<file path="config.mk">
export PLATFORM = sky130hd
export DESIGN_NAME = phg_gpio_ctrl
export DESIGN_NICKNAME = d
export VERILOG_FILES = /design/src/include/phg_pkg.sv /design/src/rtl/phg_pulse.sv /design/src/rtl/phg_gpio_ctrl.sv
export SDC_FILE = /design/constraint.sdc
export NUM_CORES = 1
export LEC_CHECK = 0
export BUFFER_PORTS_ARGS = -buffer_cell sky130_fd_sc_hd__buf_2
export CAP_MARGIN = 0
export CORE_ASPECT_RATIO = 0.6
export CORE_MARGIN = 5
export CORE_UTILIZATION = 60
export CTS_BUF_LIST = sky130_fd_sc_hd__clkbuf_4 sky130_fd_sc_hd__clkbuf_8
export CTS_CLUSTER_DIAMETER = 40
export DETAILED_ROUTE_END_ITERATION = 10
export HOLD_SLACK_MARGIN = 0.02
export PLACE_DENSITY = 0.84
export SYNTH_ARGS = -nofsm -noshare
export SYNTH_HDL_FRONTEND = slang
export SYNTH_HIERARCHICAL = 1
export SYNTH_SLANG_ARGS = --single-unit
export TNS_END_PERCENT = 100
</file>
<file path="constraint.sdc">
create_clock -name sys_clk_i -period 5.3 [get_ports sys_clk_i]
set_input_delay 0.795 -clock sys_clk_i [delete_from_list [all_inputs] [get_ports sys_clk_i]]
set_output_delay 0.795 -clock sys_clk_i [all_outputs]
set_load 0.02 [all_outputs]
</file>
<file path="src/include/phg_pkg.sv">
package phg_pkg;

	// ---------------------------------------------------------------
	// Timing
	// ---------------------------------------------------------------
	localparam int unsigned CLK_FREQ_HZ  = 200_000_000;
	localparam int unsigned PULSE_MS     = 100;
	localparam int unsigned PULSE_CYCLES = (CLK_FREQ_HZ / 1000) * PULSE_MS;
	localparam int unsigned CNT_W        = 25;

	// ---------------------------------------------------------------
	// Answer modes
	// ---------------------------------------------------------------
	typedef enum logic [1:0]
	{
		PHG_ANS_NORMAL      = 2'h0,
		PHG_ANS_ON          = 2'h1,
		PHG_ANS_ON_OR_LISTEN = 2'h2
	} phg_answer_mode_t;

	// Active-low command pins from the hybrid, as sampled
	typedef struct packed
	{
		logic on_n;
		logic off_n;
		logic listen_n;
		logic reset_n;
		logic ready_n;
	} phg_cmd_t;

	// Open-collector lamp and pulse outputs, output enable low = pulled low (active)
	typedef struct packed
	{
		logic on_lamp_oe_n;
		logic off_lamp_oe_n;
		logic listen_lamp_oe_n;
		logic start_oe_n;
		logic stop_oe_n;
	} phg_out_t;

	localparam phg_cmd_t CMD_IDLE = 5'h1f;
	localparam phg_out_t OUT_IDLE = 5'h1f;

endpackage

</file>
<file path="src/rtl/phg_pulse.sv">
`timescale 1ns/1ps
// One-shot pulse timer: a trigger starts (or restarts) a fixed-length pulse
module phg_pulse
	import phg_pkg::*;
#(
	parameter int unsigned LEN = PULSE_CYCLES
)
(
	// Clock and reset
	input  wire logic sys_clk_i,
	input  wire logic reset_n_i,
	// Control
	input  wire logic trig_i,
	output logic      busy_o
);

	logic [CNT_W-1:0] cnt_ff;
	logic [CNT_W-1:0] nxt_cnt;

	// Load on trigger, count down to zero
	always_comb
	begin
		nxt_cnt = cnt_ff;
		if (trig_i)
			nxt_cnt = CNT_W'(LEN);
		else if (cnt_ff != '0)
			nxt_cnt = cnt_ff - 1'b1;
	end

	always_ff @(posedge sys_clk_i or negedge reset_n_i)
	begin
		if (!reset_n_i)
			cnt_ff <= '0;
		else
			cnt_ff <= nxt_cnt;
	end

	assign busy_o = (cnt_ff != '0);

endmodule

</file>
<file path="src/rtl/phg_gpio_ctrl.sv">
`timescale 1ns/1ps
module phg_gpio_ctrl
	import phg_pkg::*;
#(
	parameter int unsigned PULSE_LEN = PULSE_CYCLES
)
(
	// Clock and reset
	input  wire logic             sys_clk_i,
	input  wire logic             reset_n_i,
	// Console side
	input  wire phg_answer_mode_t answer_mode_i,
	input  wire logic             console_on_i,
	input  wire logic             console_off_i,
	input  wire logic             console_listen_on_i,
	input  wire logic             console_listen_off_i,
	input  wire logic             preview_select_i,
	output logic                  channel_on_o,
	output logic                  prefade_listen_o,
	// Hybrid pins
	input  wire phg_cmd_t         cmd_pins_i,
	output phg_out_t              out_pins_o
);

	// ---------------------------------------------------------------
	// Pin synchronisers
	// ---------------------------------------------------------------
	phg_cmd_t sync1_ff, sync2_ff, prev_ff;
	phg_cmd_t nxt_sync1, nxt_sync2, nxt_prev;

	// Two stages before use; prev_ff feeds falling-edge detection
	always_comb
	begin
		nxt_sync1 = cmd_pins_i;
		nxt_sync2 = sync1_ff;
		nxt_prev  = sync2_ff;
	end

	always_ff @(posedge sys_clk_i or negedge reset_n_i)
	begin
		if (!reset_n_i)
		begin
			sync1_ff <= CMD_IDLE;
			sync2_ff <= CMD_IDLE;
			prev_ff  <= CMD_IDLE;
		end
		else
		begin
			sync1_ff <= nxt_sync1;
			sync2_ff <= nxt_sync2;
			prev_ff  <= nxt_prev;
		end
	end

	// Assertion edges of the active-low commands
	logic hy_on, hy_off, hy_listen, hy_reset;
	assign hy_on     = prev_ff.on_n     & ~sync2_ff.on_n;
	assign hy_off    = prev_ff.off_n    & ~sync2_ff.off_n;
	assign hy_listen = prev_ff.listen_n & ~sync2_ff.listen_n;
	assign hy_reset  = prev_ff.reset_n  & ~sync2_ff.reset_n;

	// ---------------------------------------------------------------
	// Channel state
	// ---------------------------------------------------------------
	logic on_ff, listen_ff, prev_pvw_ff, mode_ok_ff;
	logic nxt_on, nxt_listen, nxt_prev_pvw;
	logic want_on, want_off, start_trig, stop_trig, answer;

	// Mode is held in normal until out of reset; an illegal code acts as normal
	always_comb
	begin
		want_on  = hy_on | console_on_i;
		want_off = hy_off | console_off_i;
		nxt_on   = on_ff;
		nxt_listen = listen_ff;
		stop_trig  = 1'b0;
		// Reset command wins and never sends a stop pulse
		if (hy_reset)
			nxt_on = 1'b0;
		else if (want_off)
		begin
			nxt_on    = 1'b0;
			stop_trig = on_ff;
		end
		else if (want_on)
			nxt_on = 1'b1;
		if (hy_listen | console_listen_on_i)
			nxt_listen = 1'b1;
		else if (console_listen_off_i)
			nxt_listen = 1'b0;
		nxt_prev_pvw = preview_select_i;
		// Answering pulse depends on the mode
		answer = 1'b0;
		if (mode_ok_ff)
		begin
			case (answer_mode_i)
				PHG_ANS_NORMAL:       answer = 1'b0;
				PHG_ANS_ON:           answer = nxt_on & ~on_ff;
				PHG_ANS_ON_OR_LISTEN: answer = (nxt_on & ~on_ff)
				                             | (nxt_listen & ~listen_ff);
				default:              answer = 1'b0;
			endcase
		end
		// Start pulse on each new preview select as well
		start_trig = answer | (preview_select_i & ~prev_pvw_ff);
	end

	always_ff @(posedge sys_clk_i or negedge reset_n_i)
	begin
		if (!reset_n_i)
		begin
			on_ff       <= 1'b0;
			listen_ff   <= 1'b0;
			prev_pvw_ff <= 1'b0;
			mode_ok_ff  <= 1'b0; // Normal mode during reset
		end
		else
		begin
			on_ff       <= nxt_on;
			listen_ff   <= nxt_listen;
			prev_pvw_ff <= nxt_prev_pvw;
			mode_ok_ff  <= 1'b1;
		end
	end

	// ---------------------------------------------------------------
	// Pulse timers
	// ---------------------------------------------------------------
	logic start_busy, stop_busy;

	// Both timers count system clocks, so the width follows PULSE_LEN
	phg_pulse #(.LEN(PULSE_LEN)) u_start
	(
		.sys_clk_i (sys_clk_i),
		.reset_n_i (reset_n_i),
		.trig_i    (start_trig),
		.busy_o    (start_busy)
	);

	phg_pulse #(.LEN(PULSE_LEN)) u_stop
	(
		.sys_clk_i (sys_clk_i),
		.reset_n_i (reset_n_i),
		.trig_i    (stop_trig),
		.busy_o    (stop_busy)
	);

	// ---------------------------------------------------------------
	// Outputs, all registered
	// ---------------------------------------------------------------
	phg_out_t out_ff, nxt_out;

	// Lamps follow state; ready also lights off lamp
	always_comb
	begin
		nxt_out.on_lamp_oe_n     = ~on_ff;
		nxt_out.off_lamp_oe_n    = ~(~on_ff | ~sync2_ff.ready_n);
		nxt_out.listen_lamp_oe_n = ~listen_ff;
		nxt_out.start_oe_n       = ~start_busy;
		nxt_out.stop_oe_n        = ~stop_busy;
	end

	always_ff @(posedge sys_clk_i or negedge reset_n_i)
	begin
		if (!reset_n_i)
		begin
			out_ff           <= OUT_IDLE;
			channel_on_o     <= 1'b0;
			prefade_listen_o <= 1'b0;
		end
		else
		begin
			out_ff           <= nxt_out;
			channel_on_o     <= on_ff;
			prefade_listen_o <= listen_ff;
		end
	end

	assign out_pins_o = out_ff;

endmodule

</file>
==> impl_metrics.toml <==
[status]
outcome = "complete, no violations"

[sta]
drv_slew = 0
max_freq_mhz = 380
worst_pin_slew_ps = 901
relSlewSlack_pct = 39.9
grt_setup_unrepaired = "no"
setup_viol = 0
hold_viol = 0
period_share_pct = 49.7
finalSetupTns_ps = 0
clock_skew_ps = 14.1
whs_ps = 360
fin_crit_ps = 2630

[detailed_routing]
drc = 0
drt-pass1-iter-count = 5
drt_iter0_drc = 259
vias = 2699
ant_nets = 0
routed_via_density = 5.82
wl_mm = 6.91
wire_per_inst_um = 14.9

[min_path]
min_to = "nxt_prev[1]"
hold_depth = 0
worst_hold_path_type = "flip-flop to flip-flop"
hold_start = "nxt_sync2[1]"

[pwr]
power.density_nw_per_um2 = 371
p_leak_nw = 1.65
ir_drop_v = 0.000210

[clock_network]
clk_latency_ps = 360
numCtsBuffers = 9
cts_buffer_depth = 2
htree_levels = 3
ctsHoldBuffers = 0
path_clk_slew_ps = 70
cts_tree = "done"
cts_num_sinks = 75
cts_setup_buffers = 0
cts_root_buf = "clkbuf_8"
post_cts_resized = 0

[place]
dp_hpwl_mm = 4.73
io_buffers = 20
routabilityCongestion = 0.786

[grt]
grt_pass1_vias = 2567
grt_pass1_wl_mm = 12.1
grt_max_degree = 76
track_usage_pct = 19.1
antenna_found_initial = 0
gr-total-overflow = 0

[floorplan]
die_h_um = 70.6
initial_utilization_pct = 61.0
die_w_um = 111
rows = 22
core_region_area_um2 = 6030
dieArea_um2 = 7840
ioPinCount = 21

[finish]
n_antenna_cell = 0
drive_above_1_share_pct = 22.6
area_growth_pct = 10.6
nets = 395

[synthesis]
ys_ff_latch = 75
synth_edf_count = 0
syn_area_um2 = 3670
synth-seq-area-share_pct = 51.7
synth_warnings = 6
synth-main-ff-cell = "dfrtp_1"
ys_types = 46
synth_cells = 352
avgSynthCellArea_um2 = 10.4
synth_fp_nets = 372
async_flop_share_pct = 100

[critical_path]
cp_data_required_time_ps = 5550
r2r_end = "u_start/cnt_ff[20]"
timing.rr.start = "u_start/cnt_ff[16]"
rrSetupSlack_ps = 2860
path_class = "input pin to flip-flop"
critical_path.startpoint_type = "input pin"
crit_path_max_fanout = 20
worst_setup_path_end_kind = "flip-flop"
crit_arrival_ps = 2880
reg2reg_depth = 5

[job]
maxCapViolCount = 0
-- worst max-delay path: stages --
cell      delay [ps]
buf_2             90
inv_1             40
ha_1             290
nor3b_1          180
o221ai_1         150
o211ai_2         700
buf_4            310
nor2b_1           60
mux2_2           260
-- kinds of logic after synthesis --
kind of cell | after synthesis | synth area share (%)
AO/OA/AOI/OAI | 54 | 9.26
XOR/XNOR | 16 | 3.81
adder cells (fa/ha/maj) | 6 | 2.04
buffers and inverters | 25 | 2.76
flip-flops | 75 | 51.7
multiplexers | 12 | 3.47
other | 1 | 0.102
AND/OR/NAND/NOR | 163 | 26.8
-- cells in the mapped netlist, types with 3 or more instances --
cell type / count / area (um^2)
mux2i_1: 6 / 60.1
nor4_2: 4 / 50.1
o211ai_1: 4 / 30.0
nor2b_1: 14 / 87.6
nand4_2: 4 / 50.1
o21ai_0: 23 / 115
and3_1: 4 / 25.0
nor3b_1: 7 / 52.6
inv_1: 14 / 52.6
a21oi_1: 13 / 65.1
nor4_1: 14 / 87.6
dfstp_2: 19 / 499
nor3_1: 15 / 75.1
or3_1: 10 / 62.6
clkbuf_1: 8 / 30.0
ha_1: 6 / 75.1
or3b_1: 4 / 35.0
or4_1: 4 / 30.0
mux2_2: 6 / 67.6
nand3_1: 8 / 40.0
a211o_1: 3 / 26.3
nand2_1: 7 / 26.3
xor2_1: 14 / 123
nor2_1: 48 / 180
dfrtp_1: 56 / 1400
nand2b_1: 4 / 25.0
-- final cells by class --
cell class | instances | area [um^2]
multi-input combinational | 252 | 1680
clock buffer | 12 | 159
fill | 458 | 1960
sequential | 75 | 1900
timing repair buffer | 22 | 118
tap | 84 | 105
clock inverter | 4 | 50.0
inverter | 15 | 56.3
-- cells in the final DEF (no fill, tap or decap), types with 6 or more instances in the layout --
master / n
nor3b_1: 7
nor3_1: 15
o21ai_0: 23
nand2_1: 7
xor2_1: 14
dfrtp_1: 56
nand3_1: 8
nor2b_1: 14
buf_2: 19
mux2i_1: 6
nor2_1: 47
a21oi_1: 13
ha_1: 6
dfstp_2: 19
mux2_2: 6
clkbuf_8: 11
or3_1: 10
inv_1: 14
nor4_1: 14
-- report_power, final --
group | internal, W | switching [W] | total [W] | leakage (nW)
Sequential | 0.000656 | 0.0000958 | 0.000752 | 0.864
Clock | 0.000247 | 0.000206 | 0.000454 | 0.102
Combinational | 0.000126 | 0.000175 | 0.000301 | 0.688
Total | 0.00103 | 0.000477 | 0.00151 | 1.65
-- state kept, by name, summed over array words and instances, names as in the netlist --
register / count
prev_ff: 4
u_start/cnt_ff: 25
nxt_sync2: 5
prefade_listen_o: 1
on_ff: 1
u_stop/cnt_ff: 25
out_pins_o: 5
prev_pvw_ff: 1
nxt_prev: 5
mode_ok_ff: 1
channel_on_o: 1
listen_ff: 1
-- metrics by stage --
step	power (W)	util [%]	worst slack [ps]	instances	area (um^2)
finish	0.00151	67.4	2670	464	4060
global route	0.00161	67.4	2520	464	4060
CTS	0.00152	67.4	2680	464	4060
detailed placement	0.00106	63.9	2300	448	3850
global placement	0.00104	63.9	2350	448	3850
floorplan	0.000972	-	2630	352	3670
-- metal layers --
metal / vias up / part of all wire (%) / GRT usage, % / wire length [um]
li1: 1295 / - / - / -
met1: 1316 / 49 / 26.5 / 3390
met4: 0 / 1.1 / 6.48 / 76
met2: 80 / 44 / 28.3 / 3020
met5: - / 0 / 0 / 0
met3: 8 / 6.1 / 6.84 / 421
-- how the worst max path moves through the flow --
stage                     start                  to  cells after the start  slack [ps]
2_1_floorplan  answer_mode_i[0]   u_start/cnt_ff[0]                      9        2630
3_3_place_gp   answer_mode_i[0]  u_start/cnt_ff[23]                      9        2350
5_1_grt        answer_mode_i[0]  u_start/cnt_ff[23]                      9        2520
4_1_cts        answer_mode_i[0]  u_start/cnt_ff[23]                      9        2680
6_report       answer_mode_i[0]  u_start/cnt_ff[23]                      9        2670
3_5_place_dp   answer_mode_i[0]  u_start/cnt_ff[23]                      9        2300
(Power assumes the default switching activity.)
